## src/pvcs_pkg.sv

```systemverilog
// constants for the port configuration and secondary link status registers
package pvcs_pkg;
    // ------------------------------------------------------------
    // register map: printed offsets are indices, byte address is 4x
    // ------------------------------------------------------------
    localparam logic [7:0] PVCS_IDX_CFG = 8'h10;
    localparam logic [7:0] PVCS_IDX_STS = 8'h11;
    localparam logic [7:0] PVCS_ADDR_CFG = {PVCS_IDX_CFG[5:0], 2'b00};
    localparam logic [7:0] PVCS_ADDR_STS = {PVCS_IDX_STS[5:0], 2'b00};
    localparam logic [8:0] PVCS_CFG_RESET = 9'h080;
    localparam logic [8:0] PVCS_CFG_RSVD = 9'h05D;
    localparam logic [15:0] PVCS_STS_RESET = 16'h0000;
    // ------------------------------------------------------------
    // configuration field positions
    // ------------------------------------------------------------
    localparam int PVCS_CFG_ECHO_DIS = 8;
    localparam int PVCS_CFG_CRS_EXT = 7;
    localparam int PVCS_CFG_PRE_EN = 5;
    localparam int PVCS_CFG_ALT_NP = 1;
    localparam int PVCS_CFG_W = 9;
    // ------------------------------------------------------------
    // status field positions
    // ------------------------------------------------------------
    localparam int PVCS_STS_100 = 14;
    localparam int PVCS_STS_TX = 13;
    localparam int PVCS_STS_RX = 12;
    localparam int PVCS_STS_COL = 11;
    localparam int PVCS_STS_LINK = 10;
    localparam int PVCS_STS_FDX = 9;
    localparam int PVCS_STS_AN = 8;
    localparam int PVCS_STS_ANC = 7;
    localparam int PVCS_STS_POL = 5;
    localparam int PVCS_STS_PAUSE = 4;
    localparam int PVCS_STS_ERR = 3;
    // ------------------------------------------------------------
    // bus answers
    // ------------------------------------------------------------
    localparam logic [1:0] PVCS_RESP_OKAY = 2'h0;
    localparam logic [1:0] PVCS_RESP_SLVERR = 2'h2;
endpackage : pvcs_pkg

```

## src/pvcs_rx_shaper.sv

```systemverilog
// receive-side carrier and data-valid shaping under configuration control
`timescale 1ns/1ns
module pvcs_rx_shaper
    import pvcs_pkg::*;
(
    // clock and reset
    input wire logic aclk,
    input wire logic aresetn,
    // control
    input wire logic speed_100,
    input wire logic crs_extend,
    input wire logic preamble_en,
    // raw receive path from the decoder
    input wire logic carrier_raw,
    input wire logic frame_valid_raw,
    input wire logic [3:0] rxd_raw,
    // shaped media-independent outputs
    output logic crs_q,
    output logic rx_dv_q,
    output logic [3:0] rxd_q
);
    // ------------------------------------------------------------
    // combinational shaping
    // ------------------------------------------------------------
    logic pre_mode;
    logic ext_on;
    logic rx_dv_d;
    logic crs_d;
    logic [3:0] rxd_d;

    // preamble forced on at 100 Mb/s whatever software chose
    assign pre_mode = speed_100 | preamble_en;
    // extension only meaningful at 10 Mb/s
    assign ext_on = crs_extend & ~speed_100;
    // data valid either from carrier (preamble) or from the delimiter
    assign rx_dv_d = frame_valid_raw | (pre_mode & carrier_raw);
    // with extension on at 10 Mb/s, carrier held while data valid stays up, so CRS never drops first once data valid has been high a cycle
    assign crs_d = carrier_raw | (ext_on & rx_dv_q & rx_dv_d);
    // data lines quiet whenever data valid is low
    assign rxd_d = rx_dv_d ? rxd_raw : 4'h0;

    // ------------------------------------------------------------
    // output flops
    // ------------------------------------------------------------
    always_ff @(posedge aclk) begin
        if (!aresetn) begin
            crs_q <= 1'b0;
            rx_dv_q <= 1'b0;
            rxd_q <= 4'h0;
        end else begin
            crs_q <= crs_d;
            rx_dv_q <= rx_dv_d;
            rxd_q <= rxd_d;
        end
    end
endmodule : pvcs_rx_shaper

```

## src/pvcs_regs.sv

```systemverilog
// port configuration and secondary link status registers behind an AXI4-Lite slave
//
// Decided for this implementation: the AXI4-Lite interface to the registers.
`timescale 1ns/1ns
module pvcs_regs
    import pvcs_pkg::*;
#(
    parameter int ADDR_W = 8
)
(
    // clock and reset
    input wire logic aclk,
    input wire logic aresetn,
    // axi4-lite write address
    input wire logic [ADDR_W-1:0] s_axi_awaddr,
    input wire logic [2:0] s_axi_awprot,
    input wire logic s_axi_awvalid,
    output logic s_axi_awready,
    // axi4-lite write data
    input wire logic [31:0] s_axi_wdata,
    input wire logic [3:0] s_axi_wstrb,
    input wire logic s_axi_wvalid,
    output logic s_axi_wready,
    // axi4-lite write response
    output logic [1:0] s_axi_bresp,
    output logic s_axi_bvalid,
    input wire logic s_axi_bready,
    // axi4-lite read address
    input wire logic [ADDR_W-1:0] s_axi_araddr,
    input wire logic [2:0] s_axi_arprot,
    input wire logic s_axi_arvalid,
    output logic s_axi_arready,
    // axi4-lite read data
    output logic [31:0] s_axi_rdata,
    output logic [1:0] s_axi_rresp,
    output logic s_axi_rvalid,
    input wire logic s_axi_rready,
    // link state from the transceiver core
    input wire logic speed_100,
    input wire logic full_duplex,
    input wire logic link_up,
    input wire logic tx_active,
    input wire logic rx_active,
    input wire logic collision,
    input wire logic autoneg_enabled,
    input wire logic autoneg_complete,
    input wire logic polarity_reversed,
    input wire logic pause_capable,
    // error sources and their clearing reads
    input wire logic remote_fault,
    input wire logic jabber_detect,
    input wire logic parallel_detect_fault,
    input wire logic error_source_read,
    // auto-negotiation advertisement
    input wire logic adv_alt_next_page,
    // raw receive path
    input wire logic carrier_raw,
    input wire logic frame_valid_raw,
    input wire logic [3:0] rxd_raw,
    // controls out to the transceiver core
    output logic tp_echo_enable,
    output logic alt_next_page_enable,
    // shaped media-independent receive outputs
    output logic crs,
    output logic rx_dv,
    output logic [3:0] rxd
);
    // ------------------------------------------------------------
    // write channel state
    // ------------------------------------------------------------
    logic aw_full_q;
    logic aw_full_d;
    logic w_full_q;
    logic w_full_d;
    logic [ADDR_W-1:0] awaddr_q;
    logic [31:0] wdata_q;
    logic [3:0] wstrb_q;
    logic awready_q;
    logic wready_q;
    logic bvalid_q;
    logic bvalid_d;
    logic [1:0] bresp_q;

    // handshakes and the write strobe into the register file
    logic aw_fire;
    logic w_fire;
    logic do_write;
    logic wr_cfg;
    logic wr_hit;
    logic aw_is_cfg;
    logic aw_is_sts;

    assign aw_fire = s_axi_awvalid & awready_q;
    assign w_fire = s_axi_wvalid & wready_q;
    // write executes once both halves are held and no answer is pending
    assign do_write = aw_full_q & w_full_q & ~bvalid_q;
    // word compare at full width; the two byte-lane bits never pick a register
    assign aw_is_cfg = {awaddr_q[ADDR_W-1:2], 2'b00} == ADDR_W'(PVCS_ADDR_CFG);
    assign aw_is_sts = {awaddr_q[ADDR_W-1:2], 2'b00} == ADDR_W'(PVCS_ADDR_STS);
    assign wr_cfg = do_write & aw_is_cfg;
    // status is read-only: a write there is accepted and discarded
    assign wr_hit = aw_is_cfg | aw_is_sts;
    assign aw_full_d = do_write ? 1'b0 : (aw_full_q | aw_fire);
    assign w_full_d = do_write ? 1'b0 : (w_full_q | w_fire);
    assign bvalid_d = do_write | (bvalid_q & ~s_axi_bready);

    // address and data are taken in either order and held until the write
    always_ff @(posedge aclk) begin
        if (!aresetn) begin
            aw_full_q <= 1'b0;
            w_full_q <= 1'b0;
            awready_q <= 1'b0;
            wready_q <= 1'b0;
            bvalid_q <= 1'b0;
        end else begin
            aw_full_q <= aw_full_d;
            w_full_q <= w_full_d;
            awready_q <= ~aw_full_d & ~bvalid_d;
            wready_q <= ~w_full_d & ~bvalid_d;
            bvalid_q <= bvalid_d;
        end
    end

    // payload captures, only meaningful while the full flags are set
    always_ff @(posedge aclk) begin
        if (!aresetn) begin
            awaddr_q <= '0;
            wdata_q <= 32'h0000_0000;
            wstrb_q <= 4'h0;
            bresp_q <= PVCS_RESP_OKAY;
        end else begin
            if (aw_fire) begin
                awaddr_q <= s_axi_awaddr;
            end
            if (w_fire) begin
                wdata_q <= s_axi_wdata;
                wstrb_q <= s_axi_wstrb;
            end
            if (do_write) begin
                bresp_q <= wr_hit ? PVCS_RESP_OKAY : PVCS_RESP_SLVERR;
            end
        end
    end

    // ------------------------------------------------------------
    // configuration register
    // ------------------------------------------------------------
    logic [PVCS_CFG_W-1:0] cfg_q;
    logic [PVCS_CFG_W-1:0] cfg_d;
    logic [PVCS_CFG_W-1:0] cfg_wmask;

    // bits 7:0 ride lane 0, bit 8 rides lane 1
    assign cfg_wmask = {wstrb_q[1], {8{wstrb_q[0]}}};
    // reserved bits are stored as written; the master is expected to write zero
    assign cfg_d = (cfg_q & ~cfg_wmask) | (wdata_q[PVCS_CFG_W-1:0] & cfg_wmask);

    always_ff @(posedge aclk) begin
        if (!aresetn) begin
            cfg_q <= PVCS_CFG_RESET;
        end else if (wr_cfg) begin
            cfg_q <= cfg_d;
        end
    end

    // ------------------------------------------------------------
    // error summary
    // ------------------------------------------------------------
    logic err_q;
    logic err_event;

    assign err_event = remote_fault | jabber_detect | parallel_detect_fault;

    // a new fault in the clearing cycle wins, so no event is lost
    always_ff @(posedge aclk) begin
        if (!aresetn) begin
            err_q <= 1'b0;
        end else if (err_event) begin
            err_q <= 1'b1;
        end else if (error_source_read) begin
            err_q <= 1'b0;
        end
    end

    // ------------------------------------------------------------
    // secondary status snapshot
    // ------------------------------------------------------------
    logic [15:0] sts_d;
    logic [15:0] sts_q;

    always_comb begin
        sts_d = PVCS_STS_RESET;
        sts_d[PVCS_STS_100] = speed_100;
        sts_d[PVCS_STS_TX] = tx_active;
        sts_d[PVCS_STS_RX] = rx_active;
        sts_d[PVCS_STS_COL] = collision;
        sts_d[PVCS_STS_LINK] = link_up;
        sts_d[PVCS_STS_FDX] = full_duplex;
        sts_d[PVCS_STS_AN] = autoneg_enabled;
        sts_d[PVCS_STS_ANC] = autoneg_complete;
        sts_d[PVCS_STS_POL] = polarity_reversed;
        sts_d[PVCS_STS_PAUSE] = pause_capable;
        sts_d[PVCS_STS_ERR] = err_q | err_event;
    end

    // one register stage keeps bus reads off the raw core nets
    always_ff @(posedge aclk) begin
        if (!aresetn) begin
            sts_q <= PVCS_STS_RESET;
        end else begin
            sts_q <= sts_d;
        end
    end

    // ------------------------------------------------------------
    // read channel
    // ------------------------------------------------------------
    logic arready_q;
    logic rvalid_q;
    logic rvalid_d;
    logic [31:0] rdata_q;
    logic [1:0] rresp_q;
    logic ar_fire;
    logic rd_cfg;
    logic rd_sts;
    logic [31:0] rd_mux;

    assign ar_fire = s_axi_arvalid & arready_q;
    assign rd_cfg = {s_axi_araddr[ADDR_W-1:2], 2'b00} == ADDR_W'(PVCS_ADDR_CFG);
    assign rd_sts = {s_axi_araddr[ADDR_W-1:2], 2'b00} == ADDR_W'(PVCS_ADDR_STS);
    // upper half and unmapped words read as zero
    assign rd_mux = rd_cfg ? 32'(cfg_q) : (rd_sts ? 32'(sts_q) : 32'h0000_0000);
    assign rvalid_d = ar_fire | (rvalid_q & ~s_axi_rready);

    // one read in flight; data answers the cycle after the address is taken
    always_ff @(posedge aclk) begin
        if (!aresetn) begin
            arready_q <= 1'b0;
            rvalid_q <= 1'b0;
            rdata_q <= 32'h0000_0000;
            rresp_q <= PVCS_RESP_OKAY;
        end else begin
            arready_q <= ~rvalid_d;
            rvalid_q <= rvalid_d;
            if (ar_fire) begin
                rdata_q <= rd_mux;
                rresp_q <= (rd_cfg | rd_sts) ? PVCS_RESP_OKAY : PVCS_RESP_SLVERR;
            end
        end
    end

    assign s_axi_awready = awready_q;
    assign s_axi_wready = wready_q;
    assign s_axi_bvalid = bvalid_q;
    assign s_axi_bresp = bresp_q;
    assign s_axi_arready = arready_q;
    assign s_axi_rvalid = rvalid_q;
    assign s_axi_rdata = rdata_q;
    assign s_axi_rresp = rresp_q;

    // ------------------------------------------------------------
    // controls to the transceiver core
    // ------------------------------------------------------------
    logic echo_en_q;
    logic alt_np_q;
    logic echo_en_d;
    logic alt_np_d;

    // echo is only suppressed in 10 Mb/s half duplex; elsewhere it is normal
    assign echo_en_d = ~(cfg_q[PVCS_CFG_ECHO_DIS] & ~speed_100 & ~full_duplex);
    // the advertised capability has no effect unless software enables it here
    assign alt_np_d = cfg_q[PVCS_CFG_ALT_NP] & adv_alt_next_page;

    always_ff @(posedge aclk) begin
        if (!aresetn) begin
            echo_en_q <= 1'b1;
            alt_np_q <= 1'b0;
        end else begin
            echo_en_q <= echo_en_d;
            alt_np_q <= alt_np_d;
        end
    end

    assign tp_echo_enable = echo_en_q;
    assign alt_next_page_enable = alt_np_q;

    // ------------------------------------------------------------
    // receive shaping
    // ------------------------------------------------------------
    pvcs_rx_shaper u_rx_shaper (
        .aclk(aclk),
        .aresetn(aresetn),
        .speed_100(speed_100),
        .crs_extend(cfg_q[PVCS_CFG_CRS_EXT]),
        .preamble_en(cfg_q[PVCS_CFG_PRE_EN]),
        .carrier_raw(carrier_raw),
        .frame_valid_raw(frame_valid_raw),
        .rxd_raw(rxd_raw),
        .crs_q(crs),
        .rx_dv_q(rx_dv),
        .rxd_q(rxd)
    );
endmodule : pvcs_regs

```

## config.mk

```make
export PLATFORM = sky130hd
export DESIGN_NAME = pvcs_regs
export DESIGN_NICKNAME = d
export VERILOG_FILES = /design/src/pvcs_pkg.sv /design/src/pvcs_rx_shaper.sv /design/src/pvcs_regs.sv
export SDC_FILE = /design/constraint.sdc
export NUM_CORES = 1
export LEC_CHECK = 0
export ABC_AREA = 1
export BUFFER_PORTS_ARGS = -buffer_cell sky130_fd_sc_hd__buf_2
export CAP_MARGIN = 10
export CORE_ASPECT_RATIO = 1.75
export CORE_MARGIN = 2
export CORE_UTILIZATION = 46
export DETAILED_ROUTE_END_ITERATION = 7
export PLACE_DENSITY = 0.8
export SYNTH_ARGS = -nofsm -noshare
export SYNTH_HDL_FRONTEND = slang
export SYNTH_SLANG_ARGS = --single-unit
```

## constraint.sdc

```tcl
create_clock -name aclk -period 1.29 [get_ports aclk]
set_input_delay 0.258 -clock aclk [delete_from_list [all_inputs] [get_ports aclk]]
set_output_delay 0.258 -clock aclk [all_outputs]
set_load 0.01 [all_outputs]
```

==> metrics.txt, run 1 <==
grt total ovfl=0; CTS tree=done; PwrDens=1310 nW/µm²; vias per std cell=between 4 and 5; Fin. Hold Viols=0; cts hold-fix bufs=0; Via Count=2411; vias in the first global route=between 2000 and 2500; PostCTS Resize Cnt=0; Gate Count Post-Synth=367; deepest clock path buffer count=2; Post-synth EDFFs=0; # setup viols final=0; Avg Cell Area, Syn=~7.6 µm²; Hold WS=~110 ps; largest family of logic cells by synthesized area=simple AND/OR/NAND/NOR gates; most frequent cells in the layout=80 x buf_2, 70 x dfxtp_1, 61 x inv_1; Top Ports=135; final setup margin=slightly below 90 ps; die width=~63 µm; Iteration-0 DRC Markers=92; initial core utilization=between 40 and 50%; crit path max fanout=5; Post-DP HPWL=4.24 mm; fmax=831 MHz; HP Start=autoneg_complete; max_cap viols=0; Slew Viols, Final=0; first-pass GRT wire length=9.56 mm; Die ar.=between 6000 and 7000 µm²; Worst Path Arrival=roughly 950 ps; Final #Nets=538; Netlist cell types=22; CTS sink cnt=70; wire length per cell=between 10 and 15 µm; largest net degree at the start of global routing=43; # H-tree levels=3; FFs w/ async S/R, synth=0%; Area Growth Syn to Fin=24.3%; Die Y-Extent=around 110 µm; fin crit period=around 1200 ps; DRC errors left=0; period utilization=~93%; post-synthesis mux area share=0%; GPL Wtd Cong=0.726; cell area after synthesis=2780 µm²; pre-CTS setup slack=approximately 140 ps; Yosys reg bits=70; Pre-Repair DR Iteration Count=4; Compound-Gate Fraction of Synth Area=approximately 8.5%; CTS Root Cell=clkbuf_8; Worst-path clk slew=70 ps; max incr delay on CP=~440 ps; Routed Antenna Nets=0; clock buffer count from CTS=9; CP Launch Point=s_axi_bvalid; top cells by area, synth=dfxtp_1 50%, inv_1 8.3%, nor2_1 7.3%; # Post-CTS Setup Buffers=0; initial antenna violation count=0; ys flop type=dfxtp_1; CP Launch Type=flop; Synth top area share=between 50% and 60%; n_diodes=0; Synth warnings=0; cells along the critical path=buf_2; Leak=~0.0018 µW; VDD IR max=approximately 0.96 mV; clk_lat worst skew=approximately 330 ps; Synth area leader=dfxtp_1; cell family with most CP delay=flip-flops; Worst Skew=around 6 ps; post-synthesis xor/xnor area fraction=0%; Buf/Inv on CP=1; worst r2r src=aw_full_q; Worst Hold Class=input port to flop; row count=37; overall routing resource usage=between 10% and 20%; DRT Wirelength=5.67 mm; Setup TNS=0 ps; Seq/Total Area, Yosys=50.5%; Port Buffers=80; RSZ-0062 raised after global routing=false; Crit Path Category=flop to output port; Core Region=around 6000 µm²; Req. time, crit path=slightly above 1000 ps; CP max-delay cell=dfxtp_1; Simple-Gate Fraction of Synth Area=about a quarter; layout cells sized above 1=between 20% and 30%; status=completed; commonest non-fill, non-tap cell in the layout=buf_2; CP endpoint kind=output port; synthesized-area fraction occupied by adder cells=0%
## synth_stat cells (all sizes together), types with 2 or more instances
library cell  number
dfxtp             70
inv               61
nor2              55
nand2             53
buf               28
a21oi             25
o21ai             21
nand4             20
nand3             19
clkbuf             9
nor4               2
## worst min-delay path, stage by stage
cell and delay (ps):
buf_2 70, nand2_1 40, inv_1 40
## metal layers
metal,GRT usage (%),vias to the layer above,wire (µm)
li1,-,1274,-
met5,0,-,0
met2,35.1,72,3140
met1,17.6,1055,2120
met4,8.57,0,89
met3,4.30,10,319
## path summary, 6_finish.rpt
kind                    endpoint  slack (ps)  depth (start not counted)
setup reg to reg            flop         150                          6
setup / recovery    s_axi_bvalid          90                          1
hold / removal          sts_q[7]         110                          3
hold reg to reg   tp_echo_enable         430                          1
## area by class of cell
| type | instances | area (µm²) |
|---|---|---|
| fill | 569 | 2380 |
| sequential | 70 | 1400 |
| multi-input combinational | 217 | 983 |
| timing repair buffer | 93 | 536 |
| inverter | 61 | 229 |
| clock buffer | 13 | 159 |
| tap | 78 | 97.6 |
| clock inverter | 3 | 42.5 |
## per-stage QoR
| step | util [%] | power, µW | area (µm²) | instances |
|---|---|---|---|---|
| floorplan | - | 2650 | 2840 | 385 |
| global placement | 55.7 | 2790 | 3250 | 519 |
| detailed placement | 55.7 | 2810 | 3250 | 519 |
| CTS | 59.1 | 4550 | 3450 | 535 |
| global route | 59.1 | 4720 | 3450 | 535 |
| finish | 59.1 | 4510 | 3450 | 535 |
## logic make-up after synthesis
| group | Yosys count |
|---|---|
| DFF | 70 |
| other | 1 |
| buffers and inverters | 98 |
| AOI/OAI and AO/OA | 47 |
| and+or+nand+nor | 151 |
## report_power, final
group	leakage [µW]	internal (µW)	switching, µW	total, µW
clock network	0.0000996	997	753	1750
registers	0.000574	2260	42.6	2300
logic	0.00108	188	265	453
Note: power is estimated with default switching activity, not from simulation.
==> run 2: changes to the inputs <==
--- a/config.mk
+++ b/config.mk
@@ -15,4 +15,5 @@
 export PLACE_DENSITY = 0.8
 export SYNTH_ARGS = -nofsm -noshare
 export SYNTH_HDL_FRONTEND = slang
+export SYNTH_HIERARCHICAL = 1
 export SYNTH_SLANG_ARGS = --single-unit
==> run 2 against run 1 <==
Maximum frequency is 1.1% lower. Utilization is 0.22 points higher. Flip-flop and latch count stayed put. Register-to-register slack worse by 40 ps. Power is 3.3% higher. Via count is 2.7% higher. Design area is 1.2% higher. Largest cell class unchanged.
==> metrics.txt, run 2 <==
status=completed (unchanged); most frequent cells in the layout=80 x buf_2, 68 x dfxtp_1, 62 x inv_1 (was 80 x buf_2, 70 x dfxtp_1, 61 x inv_1); Port Buffers=80 (unchanged); Die ar.=6710 µm² (was 6690 µm²); row count=37 (unchanged); # setup viols final=0 (unchanged); Worst-path clk slew=70 ps (about the same); Req. time, crit path=1030 ps (about the same); RSZ-0062 raised after global routing=true (was false); CP Launch Type=flop (unchanged); Synth warnings=6 (was 0); Setup TNS=0 ps (unchanged); top-count cell post-synth=dfxtp_1 (unchanged); DRC errors left=0 (unchanged); Synth area leader=dfxtp_1 (unchanged); clk_lat worst skew=340 ps (was 330 ps); Pre-Repair DR Iteration Count=4 (unchanged); Buf/Inv on CP=1 (unchanged); Worst Skew=5.64 ps (was 5.87 ps); GPL Wtd Cong=0.819 (was 0.726); Compound-Gate Fraction of Synth Area=8.59% (was 8.52%); Synth top area share=50.4% (was 50.5%); synthesized-area fraction occupied by adder cells=0% (unchanged); Hold WS=99.0 ps (was 106 ps); first-pass GRT wire length=9.85 mm (was 9.56 mm); n_diodes=0 (unchanged); Gate Count Post-Synth=367 (unchanged); CP max-delay cell=dfxtp_1 (unchanged); total power=4660 µW (was 4510 µW); ys flop type=dfxtp_1 (unchanged); die width=62.8 µm (was 62.7 µm); Avg Cell Area, Syn=7.58 µm² (was 7.56 µm²); cells along the critical path=buf_2 (unchanged); clock buffer count from CTS=9 (unchanged); fmax=822 MHz (was 831 MHz); Leak=0.00178 µW (was 0.00175 µW); Via Count=2475 (was 2411); metal3 WL=297 µm (was 319 µm); vias in the first global route=2339 (was 2267); # H-tree levels=3 (unchanged); Worst Path Arrival=960 ps (was 950 ps); FFs w/ async S/R, synth=0% (unchanged); met2 routed WL=3.25 mm (was 3.14 mm); Fin. Hold Viols=0 (unchanged); Die Y-Extent=107 µm (about the same); Post-DP HPWL=4.44 mm (was 4.24 mm); VDD IR max=0.844 mV (was 0.960 mV); CTS sink cnt=70 (unchanged); post-synthesis mux area share=0% (unchanged); Yosys reg bits=70 (unchanged); Post-synth EDFFs=0 (unchanged); Final #Nets=543 (was 538); initial core utilization=47.3% (was 47.6%); cell family with most CP delay=flip-flops (unchanged); Routed Antenna Nets=0 (unchanged); wire length per cell=10.8 µm (was 10.6 µm); Core Region=5880 µm² (was 5830 µm²); Netlist cell types=22 (unchanged); Slew Viols, Final=0 (unchanged); routed length on met1=2.18 mm (was 2.12 mm); Filler Cell Count=575 (was 569); Simple-Gate Fraction of Synth Area=24.5% (was 24.3%); cts hold-fix bufs=0 (unchanged); layout cells sized above 1=25.8% (was 24.7%); vias per std cell=4.58 (was 4.51); initial antenna violation count=0 (unchanged); max incr delay on CP=450 ps (was 440 ps); top cells by area, synth=dfxtp_1 50%, inv_1 8.4%, nor2_1 7.3% (was dfxtp_1 50%, inv_1 8.3%, nor2_1 7.3%); top routing layer in use=met4 (unchanged); overall routing resource usage=18.9% (was 18.1%); commonest non-fill, non-tap cell in the layout=buf_2 (unchanged); crit path max fanout=5 (unchanged); largest net degree at the start of global routing=32 (was 43); fin crit period=1220 ps (was 1200 ps); Post-synth top cells=70 x dfxtp_1, 62 x inv_1, 54 x nor2_1 (was 70 x dfxtp_1, 61 x inv_1, 54 x nor2_1); post-synthesis xor/xnor area fraction=0% (unchanged); CP endpoint kind=output port (unchanged); DRT Wirelength=5.84 mm (was 5.67 mm); Iteration-0 DRC Markers=146 (was 92); Area Growth Syn to Fin=25.4% (was 24.3%); Crit Path Category=flop to output port (unchanged); PwrDens=1330 nW/µm² (was 1310 nW/µm²); period utilization=94.3% (was 93.3%); Seq/Total Area, Yosys=50.4% (was 50.5%); CTS tree=done (unchanged); CTS Root Cell=clkbuf_8 (unchanged); deepest clock path buffer count=2 (unchanged); grt total ovfl=0 (unchanged); cell area after synthesis=2780 µm² (about the same); Top Ports=135 (unchanged); largest family of logic cells by synthesized area=simple AND/OR/NAND/NOR gates (unchanged); Worst Hold Class=input port to flop (unchanged); max_cap viols=0 (unchanged)
## run 2: logic make-up (layout without fill, tap and decap cells)
| kind of cell | Yosys count | after routing |
|---|---|---|
| and+or+nand+nor | 151 | 151 |
| buffers and inverters | 98 | 175 |
| DFF | 70 | 70 |
| AOI/OAI and AO/OA | 47 | 47 |
| other | 1 | 19 |
## run 2: layout make-up
class	count	area (µm²)	area share [%]
timing repair buffer	97	541	15.5
inverter	62	233	6.67
tap	78	97.6	2.80
multi-input combinational	217	998	28.6
sequential	70	1400	40.2
clock buffer	12	145	4.16
clock inverter	4	70.1	2.01
## run 2: what timing repair did
| item | in CTS | in global routing |
|---|---|---|
| endpoints found under the hold margin | 0 | 0 |
| setup buffers | 0 | 1 |
| resized for setup | 0 | 3 |
| endpoints found under the setup margin | 0 | 5 |
## run 2: report_power, final
part / switching [µW] / internal (µW)
Clock: 754 / 1140
Combinational: 273 / 187
Sequential: 44.0 / 2260
Total: 1070 / 3590
## run 2: per-stage QoR
step | instances | instance area (µm²) | worst slack, ps | util (%)
2_1_floorplan | 385 | 2850 | 256 | -
3_3_place_gp | 523 | 3260 | 135 | 55.4
3_5_place_dp | 523 | 3260 | 111 | 55.4
4_1_cts | 539 | 3470 | 63.9 | 59.0
5_1_grt | 540 | 3490 | -30.5 | 59.3
6_report | 540 | 3490 | 74.0 | 59.3
## run 2: final timing paths
kind	start	endpoint	slack, ps	cells after the start
worst min-delay path	autoneg_complete	sts_q[7]	100	3
worst max-delay path	s_axi_bvalid	s_axi_bvalid	70	1
worst max register to register	awaddr_q[4]	flop	110	8
worst min register to register	flop	tp_echo_enable	430	1
## run 2: layer usage
metal / global-route usage [%] / vias up
li1: - / 1286
met1: 17.4 / 1108
met2: 36.5 / 72
met5: 0 / -
met4: 9.21 / 0
met3: 5.88 / 9
